$ cat src/pprs_map.svh
// Constants for the panel power and reset sequencer.
// Assumes a 25 MHz core clock; frame starts arrive as pin-level events.
// How it works
// - Panel reset low holds the sequencer in reset; high lets it run.
// - Standby low turns timing controller, buffers, DAC and power circuit off.
// - After standby rises, ten incoming frames of power step-up precede display.
// - Between standby entry and link stop, panel residual charge is discharged.
// - Reset low pulses up to 100 us are glitches and are ignored.
// - Link clock may spread +/-3 percent; receiving stays correct.
`ifndef PPRS_MAP_SVH
`define PPRS_MAP_SVH
`define PPRS_CLK_MHZ         25
`define PPRS_GLITCH_US       100
`define PPRS_GLITCH_CYC      (`PPRS_GLITCH_US * `PPRS_CLK_MHZ)
`define PPRS_STEP_FRAMES     10
`define PPRS_DISCH_FRAMES    10
`define PPRS_LINK_IDLE_CYC   64
`endif

$ cat src/pprs_pkg.sv
// Types for the panel power and reset sequencer.
// Assumes pprs_map.svh supplies all numbers.
package pprs_pkg;
  typedef enum logic [2:0]
  {
    PPRS_RESET,
    PPRS_OFF,
    PPRS_STEP_UP,
    PPRS_DISPLAY,
    PPRS_DISCHARGE
  } pprs_state_t;
endpackage

$ cat src/pprs_if.sv
// Interface between sequencer and its reset glitch filter.
// Assumes both ends share one clock.
`timescale 1ns/1ps
`default_nettype none
interface pprs_if;
  logic raw_n;
  logic clean_n;
  modport filt (input raw_n, output clean_n);
  modport seq  (output raw_n, input clean_n);
endinterface
`default_nettype wire

$ cat src/pprs_glitch_filter.sv
// Reset glitch filter: passes a low only once it outlasts the filter width.
// Assumes raw_n already synchronised to clk.
`timescale 1ns/1ps
`default_nettype none
`include "pprs_map.svh"
module pprs_glitch_filter
#(
  parameter int WIDTH_CYC = `PPRS_GLITCH_CYC
)
(
  input  wire logic clk,
  input  wire logic reset_n,
  pprs_if.filt      fl
);
  import pprs_pkg::*;
  initial
  begin
    if (WIDTH_CYC < 1 || WIDTH_CYC > 65534)
      $error("Glitch width outside the counter range");
  end

  logic [15:0] cnt_ff;
  logic [15:0] nxt_cnt;
  logic        clean_ff;
  logic        nxt_clean;

  always_comb
  begin
    nxt_cnt   = cnt_ff;
    nxt_clean = clean_ff;
    if (fl.raw_n)
    begin
      nxt_cnt   = 16'h0000;
      nxt_clean = 1'b1;
    end
    else if (cnt_ff > 16'(WIDTH_CYC))
      nxt_clean = 1'b0;
    else
      nxt_cnt = cnt_ff + 16'h0001;
  end

  always_ff @(posedge clk)
  begin
    if (!reset_n)
    begin
      cnt_ff   <= 16'h0000;
      clean_ff <= 1'b1;
    end
    else
    begin
      cnt_ff   <= nxt_cnt;
      clean_ff <= nxt_clean;
    end
  end

  assign fl.clean_n = clean_ff;

  // Short lows never reach the output
  a_glitch_short: assert property (@(posedge clk) disable iff (!reset_n)
    $fell(clean_ff) |-> !$past(fl.raw_n) &&
      $past(cnt_ff) == 16'(WIDTH_CYC + 1))
    else $error("Filter passed a short low");
endmodule
`default_nettype wire

$ cat src/pprs_top.sv
// Panel power and reset sequencer top.
// Assumes pins asynchronous to clk; link clock sampled, frame_start is a
// pin-level frame marker from the receiver.
`timescale 1ns/1ps
`default_nettype none
`include "pprs_map.svh"
module pprs_top
#(
  parameter int GLITCH_CYC  = `PPRS_GLITCH_CYC,
  parameter int STEP_FRAMES = `PPRS_STEP_FRAMES,
  parameter int DISCH_FRAMES = `PPRS_DISCH_FRAMES,
  parameter int IDLE_CYC    = `PPRS_LINK_IDLE_CYC
)
(
  input  wire logic          clk,
  input  wire logic          reset_n,
  input  wire logic          panel_reset_n,
  input  wire logic          standby_n,
  input  wire logic          link_clk,
  input  wire logic          frame_start,
  output logic               power_on,
  output logic               display_en,
  output logic               discharge_en,
  output logic               link_active,
  output pprs_pkg::pprs_state_t state
);
  import pprs_pkg::*;
  initial
  begin
    if (STEP_FRAMES < 1 || STEP_FRAMES > 255 || DISCH_FRAMES < 1 ||
        DISCH_FRAMES > 255 || IDLE_CYC < 2 || IDLE_CYC > 255)
      $error("Unsupported sequencer parameter");
  end

  // Two-stage synchronisers; first stage read by second only
  logic [1:0] rst_s_ff;
  logic [1:0] stb_s_ff;
  logic [1:0] lck_s_ff;
  logic [1:0] frm_s_ff;
  logic       lck_d_ff;
  logic       frm_d_ff;

  always_ff @(posedge clk)
  begin
    if (!reset_n)
    begin
      rst_s_ff <= 2'h3; // Idle high, so no false reset follows
      stb_s_ff <= 2'h0;
      lck_s_ff <= 2'h0;
      frm_s_ff <= 2'h0;
      lck_d_ff <= 1'b0;
      frm_d_ff <= 1'b0;
    end
    else
    begin
      rst_s_ff <= {rst_s_ff[0], panel_reset_n};
      stb_s_ff <= {stb_s_ff[0], standby_n};
      lck_s_ff <= {lck_s_ff[0], link_clk};
      frm_s_ff <= {frm_s_ff[0], frame_start};
      lck_d_ff <= lck_s_ff[1];
      frm_d_ff <= frm_s_ff[1];
    end
  end

  logic lck_edge;
  logic frm_edge;
  assign lck_edge = lck_s_ff[1] & ~lck_d_ff;
  assign frm_edge = frm_s_ff[1] & ~frm_d_ff;

  pprs_if rif();
  assign rif.raw_n = rst_s_ff[1];

  pprs_glitch_filter #(.WIDTH_CYC(GLITCH_CYC)) u_filt
  (
    .clk     (clk),
    .reset_n (reset_n),
    .fl      (rif.filt)
  );

  // Link activity watchdog; tolerant of spread clocks since only edges count
  logic [7:0] idle_ff;
  logic [7:0] nxt_idle;
  logic       act_ff;
  logic       nxt_act;

  always_comb
  begin
    nxt_idle = idle_ff;
    nxt_act  = act_ff;
    if (lck_edge)
    begin
      nxt_idle = 8'h00;
      nxt_act  = 1'b1;
    end
    else if (idle_ff >= 8'(IDLE_CYC))
      nxt_act = 1'b0;
    else
      nxt_idle = idle_ff + 8'h01;
  end

  always_ff @(posedge clk)
  begin
    if (!reset_n)
    begin
      idle_ff <= 8'h00;
      act_ff  <= 1'b0;
    end
    else
    begin
      idle_ff <= nxt_idle;
      act_ff  <= nxt_act;
    end
  end

  // Main sequence
  pprs_state_t st_ff;
  pprs_state_t nxt_st;
  logic [7:0]  frm_ff;
  logic [7:0]  nxt_frm;

  always_comb
  begin
    nxt_st  = st_ff;
    nxt_frm = frm_ff;
    if (!rif.clean_n)
    begin
      nxt_st  = PPRS_RESET;
      nxt_frm = 8'h00;
    end
    else
    begin
      case (st_ff)
        PPRS_RESET:
        begin
          nxt_st = PPRS_OFF;
        end
        PPRS_OFF:
        begin
          if (stb_s_ff[1])
          begin
            nxt_st  = PPRS_STEP_UP;
            nxt_frm = 8'h00;
          end
        end
        PPRS_STEP_UP:
        begin
          if (!stb_s_ff[1])
          begin
            nxt_st  = PPRS_DISCHARGE;
            nxt_frm = 8'h00;
          end
          else if (frm_edge && act_ff)
          begin
            if (frm_ff == 8'(STEP_FRAMES - 1))
              nxt_st = PPRS_DISPLAY;
            else
              nxt_frm = frm_ff + 8'h01;
          end
        end
        PPRS_DISPLAY:
        begin
          if (!stb_s_ff[1])
          begin
            nxt_st  = PPRS_DISCHARGE;
            nxt_frm = 8'h00;
          end
        end
        PPRS_DISCHARGE:
        begin
          // Host keeps frames flowing here; only reset, standby high or a dead link ends discharge, the frame count ends nothing
          if (stb_s_ff[1])
          begin
            nxt_st  = PPRS_STEP_UP;
            nxt_frm = 8'h00;
          end
          else if (!act_ff)
            nxt_st = PPRS_OFF;
          else if (frm_edge && frm_ff != 8'(DISCH_FRAMES))
            nxt_frm = frm_ff + 8'h01;
        end
        default:
        begin
          nxt_st = PPRS_RESET;
        end
      endcase
    end
  end

  always_ff @(posedge clk)
  begin
    if (!reset_n)
    begin
      st_ff  <= PPRS_RESET;
      frm_ff <= 8'h00;
    end
    else
    begin
      st_ff  <= nxt_st;
      frm_ff <= nxt_frm;
    end
  end

  // Registered outputs
  logic pwr_ff;
  logic disp_ff;
  logic dis_ff;

  always_ff @(posedge clk)
  begin
    if (!reset_n)
    begin
      pwr_ff  <= 1'b0;
      disp_ff <= 1'b0;
      dis_ff  <= 1'b0;
    end
    else
    begin
      pwr_ff  <= (nxt_st == PPRS_STEP_UP) || (nxt_st == PPRS_DISPLAY);
      disp_ff <= (nxt_st == PPRS_DISPLAY);
      dis_ff  <= (nxt_st == PPRS_DISCHARGE);
    end
  end

  assign power_on     = pwr_ff;
  assign display_en   = disp_ff;
  assign discharge_en = dis_ff;
  assign link_active  = act_ff;
  assign state        = st_ff;

  a_standby_off: assert property (@(posedge clk) disable iff (!reset_n)
    (!stb_s_ff[1] && st_ff != PPRS_STEP_UP && st_ff != PPRS_DISPLAY)
      |=> !power_on)
    else $error("Power on while in standby");

  a_reset_holds: assert property (@(posedge clk) disable iff (!reset_n)
    !rif.clean_n |=> st_ff == PPRS_RESET ##1 !power_on)
    else $error("Reset did not hold sequencer");

  a_step_count: assert property (@(posedge clk) disable iff (!reset_n)
    (st_ff == PPRS_STEP_UP && nxt_st == PPRS_DISPLAY)
      |-> frm_ff == 8'(STEP_FRAMES - 1) && frm_edge)
    else $error("Display before step-up frames");

  a_disch_entry: assert property (@(posedge clk) disable iff (!reset_n)
    (st_ff == PPRS_DISPLAY && !stb_s_ff[1] && rif.clean_n)
      |=> st_ff == PPRS_DISCHARGE && discharge_en)
    else $error("No discharge after standby");

  a_link_idle: assert property (@(posedge clk) disable iff (!reset_n)
    lck_edge |=> link_active)
    else $error("Link edge not seen");
endmodule
`default_nettype wire

$ cat config.mk
export PLATFORM = sky130hd
export DESIGN_NAME = pprs_top
export DESIGN_NICKNAME = d
export VERILOG_FILES = /design/src/pprs_pkg.sv /design/src/pprs_if.sv /design/src/pprs_glitch_filter.sv /design/src/pprs_top.sv
export VERILOG_INCLUDE_DIRS = /design/src
export SDC_FILE = /design/constraint.sdc
export NUM_CORES = 1
export LEC_CHECK = 0
export BUFFER_PORTS_ARGS = -buffer_cell sky130_fd_sc_hd__buf_4
export CORE_ASPECT_RATIO = 0.5
export CORE_MARGIN = 2
export CORE_UTILIZATION = 40
export CTS_CLUSTER_SIZE = 20
export DETAILED_ROUTE_END_ITERATION = 6
export PLACE_DENSITY_LB_ADDON = 0.12
export SLEW_MARGIN = 20
export SYNTH_ARGS = -nofsm -noshare
export SYNTH_HDL_FRONTEND = slang
export SYNTH_SLANG_ARGS = --single-unit
$ cat constraint.sdc
create_clock -name clk -period 2.9 [get_ports clk]
set_clock_uncertainty 0.1 [all_clocks]
set_input_delay 0.145 -clock clk [delete_from_list [all_inputs] [get_ports clk]]
set_output_delay 0.145 -clock clk [all_outputs]
set_load 0.005 [all_outputs]
=== Word level (Yosys, flattened, before mapping) ===
Index checks and enable logic that the tools add are counted.

* Flip-flop bits (word level): 50
* Latch bits: 0
* RAM bits: 0
* Bits in read-only memories: 0
* Input port bits: 6
* Logic and storage cells: 70
* Memories: 0

* Add/sub/neg operators: 3
* Multiply operators: 0
* Div/mod/pow operators: 0
* Order comparisons: 2
* Equality and inequality tests: 15
* Shift operators: 0
* Muxes and demuxes: 20
* Bitwise gates (word level): 5
* Reduce and logical (&&, ||, !) cells: 10

{| class="wikitable"
|+ Operators by type and width
! operator !! count
|-
| 8-bit 2-to-1 mux || 8
|-
| 8-bit one-hot mux with 4 select lines || 1
|-
| 3-bit 2-to-1 mux || 8
|-
| 16-bit by 1-bit adder with 16-bit output (second input constant) || 1
|-
| 8-bit by 1-bit adder with 8-bit output (second input constant) || 2
|-
| 16-bit by 12-bit greater-than comparator with 1-bit output (second input constant) || 1
|-
| 3-bit one-hot mux with 5 select lines || 1
|-
| 3-bit by 2-bit == test with 1-bit output (second input constant) || 4
|-
| 3-bit inequality test (second input constant) || 4
|-
| 8-bit by 4-bit == test with 1-bit output (second input constant) || 1
|-
| 8-bit by 7-bit >= comparator with 1-bit output (second input constant) || 1
|-
| 8-bit by 4-bit inequality test with 1-bit output (second input constant) || 1
|-
| 7-bit AND reduction || 1
|-
| 3-bit == test (second input constant) || 2
|-
| 2-bit inequality test (second input constant) || 2
|-
| 4-bit nonzero test || 1
|-
| 2-bit OR reduction || 2
|-
| 3-bit by 1-bit == test with 1-bit output (second input constant) || 1
|-
| 3-bit zero test || 1
|-
| 1-bit NOT || 3
|-
| 1-bit AND || 2
|-
| 1-bit logical AND || 2
|-
| 1-bit 2-to-1 mux || 2
|-
| 2-bit AND reduction || 1
|-
| 2 further kinds || 2
|}

=== Longest topological paths before layout ===
Gate-level depths: netlist of the first run.

* Word-level depth: 9
* Depth in mapped cells: 8
* Gate-level depth less buffers: 7

=== Hierarchy ===
Synthesis of the first run repeated with hierarchy kept, for this count alone.

* Cell total of the unflattened synthesis: 238
* Area, all modules: 2192.1 µm²

{| class="wikitable"
|+ By module, submodules not included
! module !! times used !! cells each !! area an instance (µm²)
|-
| pprs_top || 1 || 145 || 1390.1
|-
| pprs_glitch_filter || 1 || 93 || 802.0
|}

=== Least setup slack after synthesis of the first run ===
No wires, ideal clock.

* Kind: reg2reg
* From: register st_ff[1] (netlist: state[1])
* To: register frm_ff[1]
* Arrival: 1.652 ns
* Required time: 2.736 ns
* Setup slack: 1.084 ns
* Stages on the path, launching flop included: 8
* Path buffers: 2
* Cells stage by stage: dfxtp_1 > buf_2 > nor4bb_1 > o21ai_1 > o211ai_2 > buf_6 > mux2_1 > nor2_1

* Cells in the longest elaborated chain, start to end: 3
* Elaborated cells on any way between the ends: 13

{| class="wikitable"
|+ Ends and longest elaborated chain
! element !! RTL line !! RTL
|-
| start, declared || pprs_top.sv:116 || <nowiki>pprs_state_t st_ff;</nowiki>
|-
| start signal, assigned || pprs_top.sv:198 || <nowiki>st_ff <= nxt_st;</nowiki>
|-
| 3-bit by 2-bit == test with 1-bit output (tied with other cells) || pprs_top.sv:132 || <nowiki>case (st_ff)</nowiki>
|-
| 3-bit inequality test (no source line) (tied with other cells) || n/a ||
|-
| 7-bit AND reduction (no source line) || n/a ||
|-
| end signal, assigned || pprs_top.sv:199 || <nowiki>frm_ff <= nxt_frm;</nowiki>
|-
| end, declared || pprs_top.sv:118 || <nowiki>logic [7:0] frm_ff;</nowiki>
|}

Several ways; a longest one is shown, not always the timed one.
A chain may end at the register's enable or synchronous reset.

=== Worst setup path in the final report of the first run ===
* From: register st_ff[1] (netlist: state[1])
* To: register frm_ff[3]

Same word-level chain as after synthesis.

==> summary.txt, run 1 <==
Run status
  – Status: complete, no violations

GRT
  – Initial antenna violation count: 0
  – Grt ovf: 0
  – GRT Util Overall: 13.18%
  – First-pass GRT wire length: 6354 µm
  – Number of global-route vias before repair: 1388
  – Pin count of the biggest net entering global routing: 18

Clock network
  – Post-CTS setup buffer count: 0
  – Worst-skew pair later-pin latency: 0.29 ns
  – Total clock sinks: 50
  – Clock Tree Buf Depth: 2
  – Root buf cell: clkbuf_8
  – Num CTS Buffers: 5
  – # resized after CTS: 0
  – Hold_buf cts: 4
  – CTS tree: built
  – Clk pin slew, worst setup/hold paths: 0.10 ns
  – CTS HTree Levels: 2

Placed design
  – GP Congestion: 0.7919
  – # placed instances: 301
  – HPWL after DPL: 2549 µm
  – PortBufs: 12

Synthesis
  – Post-synthesis mux area share: 1.452%
  – Post-synth top flop: dfxtp_1
  – Post-synthesis async set-or-reset flop share: 0%
  – Count leader, synth: dfxtp_1
  – Synth area leaders: dfxtp_1 46%, xor2_1 4.1%, and2_1 3.8%
  – Largest area contributor in the netlist: dfxtp_1
  – Ys Warns: 0
  – Simple-gate area share of the yosys netlist: 27.76%
  – Count of cell types in the netlist: 49
  – Largest family of logic cells by synthesized area: simple AND/OR/NAND/NOR gates
  – Synth top cells by count: 50 x dfxtp_1, 21 x nor2_1, 13 x and2_1, 10 x nand2_1, 10 x xor2_1
  – Post-Synth XOR/XNOR Area: 6.098%
  – Share of the synthesized area in the top cell type: 46.46%
  – Post-synth EDFFs: 0
  – Compound-cell area share of the yosys netlist: 11.32%
  – Synthesized net count: 238
  – #FFs+latches synth: 50
  – Synth Cell Area: 0.002155 mm²
  – Synth Area in Adders: 3.484%
  – Cells after Synth: 226
  – Seq/Total Area, Yosys: 46.46%
  – Syn Area/Cell: 9.533 µm²

Pwr
  – Gate power share: 5.0%
  – Sw Share: 23.36%
  – Switch Pwr: 0.0002745 W
  – Pwr/cell area: 483.1 mW/mm²
  – Int Power: 0.0009006 W
  – Clk pwr share: 34.1%
  – Seq pwr share: 60.9%
  – Leakage: 0.9002 nW
  – Max VDD drop: 214.1 µV

Drt
  – Total iterations of the first detailed-routing run: 4
  – Via count: 1556
  – Avg WL per Cell: 11.83 µm
  – DR DRC count: 0
  – WL final: 3714 µm
  – Vias per inst: 4.955
  – Routed Antenna Nets: 0
  – Iter 0 DRT Violations: 38

Job
  – Max_cap viols: 0

STA
  – Fmax: 454.3 MHz
  – Worst slew margin: 62.50%
  – Least-Margin Pin Slew: 0.5601 ns
  – Final TNS setup: 0 ns
  – Final worst path period share: 75.91%
  – Slew Viols, Final: 0
  – Final min period: 2.201 ns
  – Hold Vio Cnt, Final: 0
  – Setup violators final: 0
  – Final hold slack: 0.3204 ns
  – RSZ-0062 raised after global routing: false

Worst setup path
  – CP Capture Type: register
  – Critical Path RT: 3.02 ns
  – WP data arrival: 2.32 ns
  – Startpoint types: register
  – CP max FO: 15
  – WS Path Type: reg -> reg

Final layout
  – Layout cell share with drive strength beyond 1: 10.25%
  – Inserted Diodes: 0
  – # nets final: 255
  – Final cell count without fillers: 314
  – Syn-to-layout area delta: 12.89%

Die
  – Die area: 0.006025 mm²
  – CORE AREA: 0.005045 mm²
  – Die Span Y: 55.90 µm
  – Initial core utilization: 42.71%
  – DIE WIDTH: 107.8 µm
  – FP Rows: 18
  – # IOs: 13

Hold path
  – Hold Path Class: reg -> reg
-- layout make-up --
class / count / area, µm²
fillers: 498 / 2613
multi-input cells: 160 / 1080
flip-flops and latches: 50 / 1001
repair buffers: 17 / 140.1
well taps: 70 / 87.58
clock buffers: 5 / 68.82
inverters: 9 / 33.78
clock inverters: 3 / 21.27
-- flip-flops by register name, summed over array words and instances (netlist names) --
register           count
u_filt.cnt_ff         16
frm_ff                 8
idle_ff                8
state                  3
frm_s_ff               2
lck_s_ff               2
rst_s_ff               2
stb_s_ff               2
discharge_en           1
display_en             1
frm_d_ff               1
lck_d_ff               1
link_active            1
power_on               1
u_filt.fl.clean_n      1
-- per-layer routing --
metal / share of wire (%) / up-vias / global-route usage, % / routed length [µm]
met5: 0 / - / 0 / 0
met4: 0.27 / 0 / 2.198 / 10
met3: 3.1 / 2 / 4.567 / 114
met2: 44 / 12 / 20.04 / 1623
met1: 53 / 713 / 18.35 / 1965
li1: - / 829 / - / -
-- worst max-delay path: stages (launching register included) --
cell      delay (ns)
dfxtp_1         0.61
or3b_1          0.39
a31oi_1         0.17
o211ai_2        0.27
or3_1           0.43
a21oi_1         0.15
-- metrics by stage --
step | setup WS [ns] | total power [W] | cell area [µm²] | utilization [%]
floorplan | 1.084 | 0.0007668 | 2155 | -
global placement | 0.8235 | 0.0007835 | 2292 | 45.44
detailed placement | 0.7385 | 0.0007854 | 2292 | 45.44
CTS | 0.7288 | 0.001191 | 2422 | 48.02
global route | 0.5423 | 0.001231 | 2432 | 48.21
finish | 0.6986 | 0.001175 | 2432 | 48.21
-- layout by cell type (no fill, tap or decap), drive strengths merged, types with 3 or more instances in the layout --
| master | n |
|---|---|
| a21oi | 8 |
| and2 | 13 |
| and3 | 6 |
| buf | 12 |
| clkbuf | 5 |
| dfxtp | 50 |
| dlygate4sd3 | 5 |
| ha | 6 |
| inv | 9 |
| nand2 | 10 |
| nand2b | 6 |
| nand3 | 9 |
| nand4 | 7 |
| nor2 | 21 |
| nor3 | 4 |
| nor4bb | 3 |
| o211ai | 4 |
| o21ai | 10 |
| or3 | 6 |
| or3b | 3 |
| or4 | 3 |
| xnor2 | 5 |
| xor2 | 10 |
-- logic make-up after synthesis --
| group | Yosys count |
|---|---|
| flops | 50 |
| xor+xnor | 15 |
| compound gates | 34 |
| buf+inv | 16 |
| mux | 3 |
| fa+ha+maj | 6 |
| simple gates | 102 |
-- power groups by stage --
stage                     registers [W]  clock network, W  logic (W)
after global placement         0.000730                 0  0.0000533
after global routing           0.000717          0.000446  0.0000677
after CTS                      0.000715          0.000418  0.0000586
final                          0.000715          0.000401  0.0000592
after floorplan                0.000724                 0  0.0000432
after detailed placement       0.000731                 0  0.0000545
-- path summary, 6_finish.rpt --
kind	cells after the start	from	slack [ns]	to
hold reg to reg	1	rst_s_ff[0]	0.32	rst_s_ff[1]
hold / removal	1	rst_s_ff[0]	0.32	rst_s_ff[1]
setup reg to reg	5	state[1]	0.70	frm_ff[3]
setup / recovery	5	state[1]	0.70	frm_ff[3]
Note: power is estimated with default switching activity, not from simulation.
==> run 2, diff against run 1 <==
==> constraint.sdc (replaced) <==
create_clock -name clk -period 1.8 [get_ports clk]
set_clock_uncertainty 0.1 [all_clocks]
set_input_delay 0.09 -clock clk [delete_from_list [all_inputs] [get_ports clk]]
set_output_delay 0.09 -clock clk [all_outputs]
set_load 0.005 [all_outputs]
==> summary.txt, run 2 (synthesis gave the netlist of run 1 again) <==
Run status
  – Status: complete, but fails checks
  – Failing checks: negative setup slack

Clock network
  – Num CTS Buffers: 5 (unchanged)
  – Total clock sinks: 50 (unchanged)
  – Clock Tree Buf Depth: 2 (unchanged)
  – Worst-skew pair later-pin latency: 0.30 ns (about the same)
  – Root buf cell: clkbuf_8
  – CTS tree: built
  – Clk pin slew, worst setup/hold paths: 0.10 ns (about the same)
  – CTS HTree Levels: 2 (unchanged)

GRT
  – Grt ovf: 0 (unchanged)
  – GRT Util Overall: 14.79% (+1.6 points)
  – Initial antenna violation count: 0 (unchanged)
  – Pin count of the biggest net entering global routing: 18 (unchanged)
  – First-pass GRT wire length: 7065 µm (+11%)
  – Number of global-route vias before repair: 1536 (+11%)

Drt
  – WL final: 4291 µm (+16%)
  – Via count: 1753 (+13%)
  – Total iterations of the first detailed-routing run: 4 (unchanged)
  – DR DRC count: 0 (unchanged)
  – Routed Antenna Nets: 0 (unchanged)
  – Vias per inst: 5.037 (+1.7%)
  – Avg WL per Cell: 12.33 µm (+4.2%)
  – Iter 0 DRT Violations: 59 (+55%)

Worst setup path
  – CP max FO: 8 (-7)
  – Startpoint types: register
  – CP Cell Sequence: or3b_1 -> a31oi_2 -> o211ai_1 -> or3_1 -> a21oi_1
  – WS Path Type: reg -> reg
  – CP max-delay cell: or3b_1
  – Stages on worst setup path: 5 (unchanged)
  – Slowest stage delay, CP: 0.40 ns (-0.21 ns)
  – WP data arrival: 2.06 ns (-0.26 ns)
  – Crit path buffers/inverters: 0 (unchanged)
  – Critical Path RT: 1.94 ns (-1.08 ns)
  – Reg2Reg Depth: 5 (unchanged)
  – Crit-path leading delay family: simple AND/OR/NAND/NOR gates
  – CP Capture Type: register

Job
  – Max_cap viols: 0 (unchanged)

Die
  – FP Rows: 18 (unchanged)
  – DIE WIDTH: 107.8 µm (unchanged)
  – Die area: 0.006025 mm² (unchanged)
  – # IOs: 13 (unchanged)
  – Initial core utilization: 42.71% (unchanged)
  – Die Span Y: 55.90 µm (unchanged)
  – CORE AREA: 0.005045 mm² (unchanged)

Hold path
  – Worst Hold Depth: 2 (+1)
  – Hold Path Class: in -> reg

STA
  – Final min period: 1.922 ns (-0.2794 ns)
  – Final worst path period share: 106.8% (+31 points)
  – Slew Viols, Final: 0 (unchanged)
  – Post-route setup slack: -0.1220 ns (-0.8206 ns)
  – RSZ-0062 raised after global routing: true
  – Worst slew margin: 68.12% (+5.6 points)
  – Final hold slack: 0.01472 ns (-0.3057 ns)
  – Hold Vio Cnt, Final: 0 (unchanged)
  – Least-Margin Pin Slew: 0.4761 ns (-0.08399 ns)
  – Setup violators final: 8 (+8)
  – Fmax: 520.3 MHz (+15%)

Placed design
  – HPWL after DPL: 2899 µm (+14%)
  – GP Congestion: 0.7979 (+0.76%)
  – PortBufs: 12 (unchanged)

Final layout
  – Max reg flops: 16 (unchanged)
  – Layout cell share with drive strength beyond 1: 26.26% (+16 points)
  – Final core area utilization: 54.94% (+6.7 points)
  – Syn-to-layout area delta: 28.63%
  – Most frequent cells in the layout: 43 x dfxtp_1, 43 x buf_4, 21 x nor2_1
  – Multi-input logic area: 0.001156 mm² (+7.1%)
  – Regs by FF count: u_filt.cnt_ff: 16 flops, frm_ff: 8 flops, idle_ff: 8 flops
  – Most flop-heavy register: u_filt.cnt_ff
  – Reg area: 0.001010 mm² (+0.88%)
  – # fillers: 466 (-6.4%)
  – # nets final: 289 (+13%)
  – Inserted Diodes: 0 (unchanged)

Pwr
  – Leakage: 1.077 nW (+20%)
  – Pwr/cell area: 702.7 mW/mm² (+45%)
  – Max VDD drop: 413.8 µV (+93%)
## run 2: changes by cell type in the layout (fill, tap and decap cells not counted), sizes merged
cell	before	now
buf	12	44
dlygate4sd3	5	6
o211ai	4	5
## run 2: metal layers
| layer | GRT usage, % | wire length, µm | vias to the layer above |
|---|---|---|---|
| li1 | - | - | 907 |
| met1 | 19.70 | 2215 | 822 |
| met2 | 22.37 | 1880 | 20 |
| met3 | 5.152 | 159 | 4 |
| met4 | 4.945 | 36 | 0 |
| met5 | 0 | 0 | - |
## run 2: repair_timing
item | 4_1_cts | 5_1_grt
hold buffers | 6 | 0
endpoints found under the setup margin | 9 | 18
cloned | 1 | 0
gates resized for setup | 14 | 5
setup buffers | 3 | 0
pin swaps | 5 | 9
hold endpoints to repair | 5 | 0
## run 2: final timing paths
kind / from / to / slack (ns)
worst min register to register: rst_s_ff[0] / rst_s_ff[1] / 0.31
worst max register to register: state[2] / frm_ff[2] / -0.12
worst min-delay path: reset_n / lck_d_ff / 0.01
worst max-delay path: state[2] / frm_ff[2] / -0.12
## run 2: final cells by class
type                       count  share of cell area, %
tap                           70                  3.160
clock inverter                 3                 0.7675
multi-input combinational    161                  41.72
clock buffer                   5                  2.483
sequential                    50                  36.43
timing repair buffer          50                  14.22
inverter                       9                  1.219
## run 2: stage by stage
step	instances	total power (W)	worst slack, ns	area (µm²)	setup TNS [ns]
4_1_cts	348	0.001974	-0.06877	2758	-0.1736
6_report	348	0.001947	-0.1220	2771	-0.6427
3_3_place_gp	330	0.001290	-0.03939	2516	-0.2112
2_1_floorplan	226	0.001236	0.01271	2161	0
5_1_grt	348	0.002030	-0.1633	2771	-1.640
3_5_place_dp	330	0.001292	-0.1154	2516	-0.5656
## run 2: where the power goes
part           leakage [nW]  total [W]  switching [W]  internal [W]
logic                 0.624   0.000146      0.0000665     0.0000799
clock network        0.0441   0.000658       0.000384      0.000274
registers             0.409    0.00114      0.0000155       0.00113
total                  1.08    0.00195       0.000466       0.00148
==> run 3, diff against run 2 <==
--- a/config.mk
+++ b/config.mk
@@ -6,6 +6,7 @@
 export SDC_FILE = /design/constraint.sdc
 export NUM_CORES = 1
 export LEC_CHECK = 0
+export ABC_AREA = 1
 export BUFFER_PORTS_ARGS = -buffer_cell sky130_fd_sc_hd__buf_4
 export CORE_ASPECT_RATIO = 0.5
 export CORE_MARGIN = 2
==> constraint.sdc (replaced) <==
create_clock -name clk -period 1.8 [get_ports clk]
set_clock_uncertainty 0.1 [all_clocks]
set_input_delay 0.18 -clock clk [delete_from_list [all_inputs] [get_ports clk]]
set_output_delay 0.18 -clock clk [all_outputs]
set_load 0.005 [all_outputs]
==> summary.txt, run 3 <==
Run status
  – Status: complete, no violations

Clock network
  – Post-CTS setup buffer count: 0 (-3)
  – Worst-skew pair later-pin latency: 0.29 ns (about the same)
  – Clock Tree Buf Depth: 2 (unchanged)
  – Clk pin slew, worst setup/hold paths: 0.06 ns (-0.04 ns)
  – Total clock sinks: 50 (unchanged)
  – Root buf cell: clkbuf_16
  – Num CTS Buffers: 5 (unchanged)
  – CTS HTree Levels: 2 (unchanged)
  – CTS tree: built

Drt
  – Via count: 2126 (+21%)
  – Avg WL per Cell: 10.90 µm (-12%)
  – Routed Antenna Nets: 0 (unchanged)
  – WL final: 4861 µm (+13%)
  – Total iterations of the first detailed-routing run: 4 (unchanged)
  – Iter 0 DRT Violations: 121 (+110%)
  – DR DRC count: 0 (unchanged)
  – Vias per inst: 4.767 (-5.4%)

Synthesis
  – Largest area contributor in the netlist: dfxtp_1
  – Syn Area/Cell: 7.001 µm² (-27%)
  – Post-Synth XOR/XNOR Area: 2.851% (-3.2 points)
  – Synth Area in Adders: 3.055% (-0.43 points)
  – Post-synthesis mux area share: 0% (-1.5 points)
  – Seq/Total Area, Yosys: 40.73% (-5.7 points)
  – Synth top cells by count: 88 x nand2_1, 50 x dfxtp_1, 50 x inv_1, 40 x nor2_1, 22 x nand3_1
  – #FFs+latches synth: 50 (unchanged)
  – Post-synthesis async set-or-reset flop share: 0% (unchanged)
  – Synth Cell Area: 0.002457 mm² (+14%)
  – Ys Warns: 0 (unchanged)
  – Synthesized net count: 363 (+53%)
  – Post-synth EDFFs: 0 (unchanged)
  – Share of the synthesized area in the top cell type: 40.73% (-5.7 points)
  – Cells after Synth: 351 (+55%)
  – Simple-gate area share of the yosys netlist: 36.20% (+8.4 points)
  – Post-synth top flop: dfxtp_1
  – Compound-cell area share of the yosys netlist: 6.568% (-4.8 points)
  – Largest family of logic cells by synthesized area: simple AND/OR/NAND/NOR gates
  – Count of cell types in the netlist: 31 (-37%)
  – Count leader, synth: nand2_1
  – Synth area leaders: dfxtp_1 41%, nand2_1 13%, inv_1 7.6%

Die
  – Die area: 0.006825 mm² (+13%)
  – Initial core utilization: 40.92% (-1.8 points)
  – # IOs: 13 (unchanged)
  – CORE AREA: 0.006006 mm² (+19%)
  – Die Span Y: 59.43 µm (+6.3%)
  – FP Rows: 20 (+2)
  – DIE WIDTH: 114.8 µm (+6.5%)

STA
  – Final hold slack: 0.06998 ns (+0.05526 ns)
  – Worst slew margin: 67.67% (-0.45 points)
  – Final min period: 1.623 ns (-0.2994 ns)
  – Slew Viols, Final: 0 (unchanged)
  – Hold Vio Cnt, Final: 0 (unchanged)
  – Fmax: 616.3 MHz (+18%)
  – Least-Margin Pin Slew: 0.4844 ns (+0.008291 ns)
  – Final worst path period share: 90.14% (-17 points)
  – Final TNS setup: 0 ns (+0.6427 ns)
  – Post-route setup slack: 0.1774 ns (+0.2994 ns)
  – RSZ-0062 raised after global routing: false
  – Setup violators final: 0 (-8)

Final layout
  – Regs by FF count: u_filt.cnt_ff: 16 flops, frm_ff: 8 flops, idle_ff: 8 flops
  – Layout cell share with drive strength beyond 1: 12.47% (-14 points)
  – Most flop-heavy register: u_filt.cnt_ff
  – Commonest non-fill, non-tap cell in the layout: nand2_1
  – # nets final: 380 (+31%)
  – Multi-input logic area: 0.001204 mm² (+4.1%)
  – Reg area: 0.001001 mm² (-0.87%)
  – Max reg flops: 16 (unchanged)
  – Syn-to-layout area delta: 14.10%
  – # fillers: 600 (+29%)
  – Inserted Diodes: 0 (unchanged)
  – Most frequent cells in the layout: 87 x nand2_1, 50 x inv_1, 50 x dfxtp_1

Worst setup path
  – CP max-delay cell: dfxtp_1
  – Critical Path RT: 1.91 ns (-0.03 ns)
  – Most frequent CP cell: nand2_1
  – Startpoint types: register
  – Crit-path leading delay family: simple AND/OR/NAND/NOR gates
  – Slowest stage delay, CP: 0.41 ns (about the same)
  – WS Path Type: reg -> reg
  – WP data arrival: 1.73 ns (-0.33 ns)
  – CP max FO: 12 (+4)
  – CP Cell Sequence: inv_1 -> ha_1 -> inv_1 -> nand2_1 -> nand3_1 -> nand2_1 -> nand3_1 -> nand2_1 -> nand2_4 -> nand2_1 -> a21oi_1
  – Crit path buffers/inverters: 2 (+2)
  – CP Capture Type: register

GRT
  – Initial antenna violation count: 0 (unchanged)
  – Pin count of the biggest net entering global routing: 16 (-2)
  – First-pass GRT wire length: 8169 µm (+16%)
  – Number of global-route vias before repair: 1906 (+24%)
  – GRT Util Overall: 15.20% (+0.41 points)
  – Grt ovf: 0 (unchanged)

Pwr
  – Max VDD drop: 327.7 µV (-21%)
  – Leakage: 1.232 nW (+14%)
  – Pwr/cell area: 799.1 mW/mm² (+14%)

Placed design
  – Pre-CTS setup slack: 0.1345 ns (+0.2499 ns)
  – HPWL after DPL: 3521 µm (+21%)
  – PortBufs: 12 (unchanged)
  – GP Congestion: 0.8184 (+2.6%)

Hold path
  – Hold Path Class: in -> reg

Job
  – Max_cap viols: 0 (unchanged)
-- run 3: cell types whose count changed after synthesis, moves of 12 or more --
cell,previous run,this run
a21oi_1,8,20
and2_1,13,0
inv_1,9,50
nand2_1,10,88
nand3_1,9,22
nor2_1,21,40
-- run 3: where the power goes --
group / switching (W) / total (W) / internal [W]
registers: 0.0000223 / 0.00115 / 0.00113
logic: 0.0000829 / 0.000142 / 0.0000594
clock network: 0.000393 / 0.000944 / 0.000551
total: 0.000498 / 0.00224 / 0.00174
-- run 3: worst reg2reg max path, delay by kind of cell (launching register included) --
kind	cells	cell delay [ns]
compound gates	1	0.15
fa+ha+maj	1	0.20
buf+inv	2	0.15
simple gates	7	0.55
flops	1	0.41
-- run 3: metrics by stage --
step / utilization (%) / cell area [µm²] / std cells / total power, W
2_1_floorplan: - / 2457 / 351 / 0.001272
3_3_place_gp: 43.44 / 2609 / 434 / 0.001310
3_5_place_dp: 43.44 / 2609 / 434 / 0.001316
4_1_cts: 46.56 / 2796 / 446 / 0.002270
5_1_grt: 46.69 / 2804 / 446 / 0.002335
6_report: 46.69 / 2804 / 446 / 0.002241
-- run 3: area by class of cell --
cell class,instances,area share [%]
clock inverters,1,0.1785
clock buffers,7,5.087
flip-flops and latches,50,35.70
well taps,77,3.436
repair buffers,19,5.444
inverters,54,7.229
multi-input cells,238,42.93
-- run 3: logic make-up (layout without fill, tap and decap cells) --
group | count (synthesis) | after routing
flops | 50 | 50
buf+inv | 63 | 81
xor+xnor | 8 | 8
simple gates | 194 | 194
fa+ha+maj | 6 | 6
compound gates | 30 | 30
-- run 3: path summary, 6_finish.rpt --
| path | cells after the start | slack (ns) | startpoint | to |
|---|---|---|---|---|
| max reg2reg | 11 | 0.18 | u_filt.cnt_ff[0] | u_filt.cnt_ff[4] |
| max | 11 | 0.18 | u_filt.cnt_ff[0] | u_filt.cnt_ff[4] |
| min | 3 | 0.07 | reset_n | frm_s_ff[1] |
| min reg2reg | 2 | 0.31 | lck_s_ff[0] | lck_s_ff[1] |
-- run 3: metal layers --
| metal | track usage (%) | routed length (µm) |
|---|---|---|
| met3 | 4.397 | 132 |
| met2 | 25.46 | 2185 |
| met1 | 18.98 | 2470 |
| met5 | 0 | 0 |
| met4 | 5.508 | 72 |
-- run 3: repair_timing --
item | 4_1_cts | 5_1_grt
setup endpoints to repair | 0 | 11
endpoints found under the hold margin | 4 | 0
resized for setup | 0 | 2
hold buffers | 4 | 0
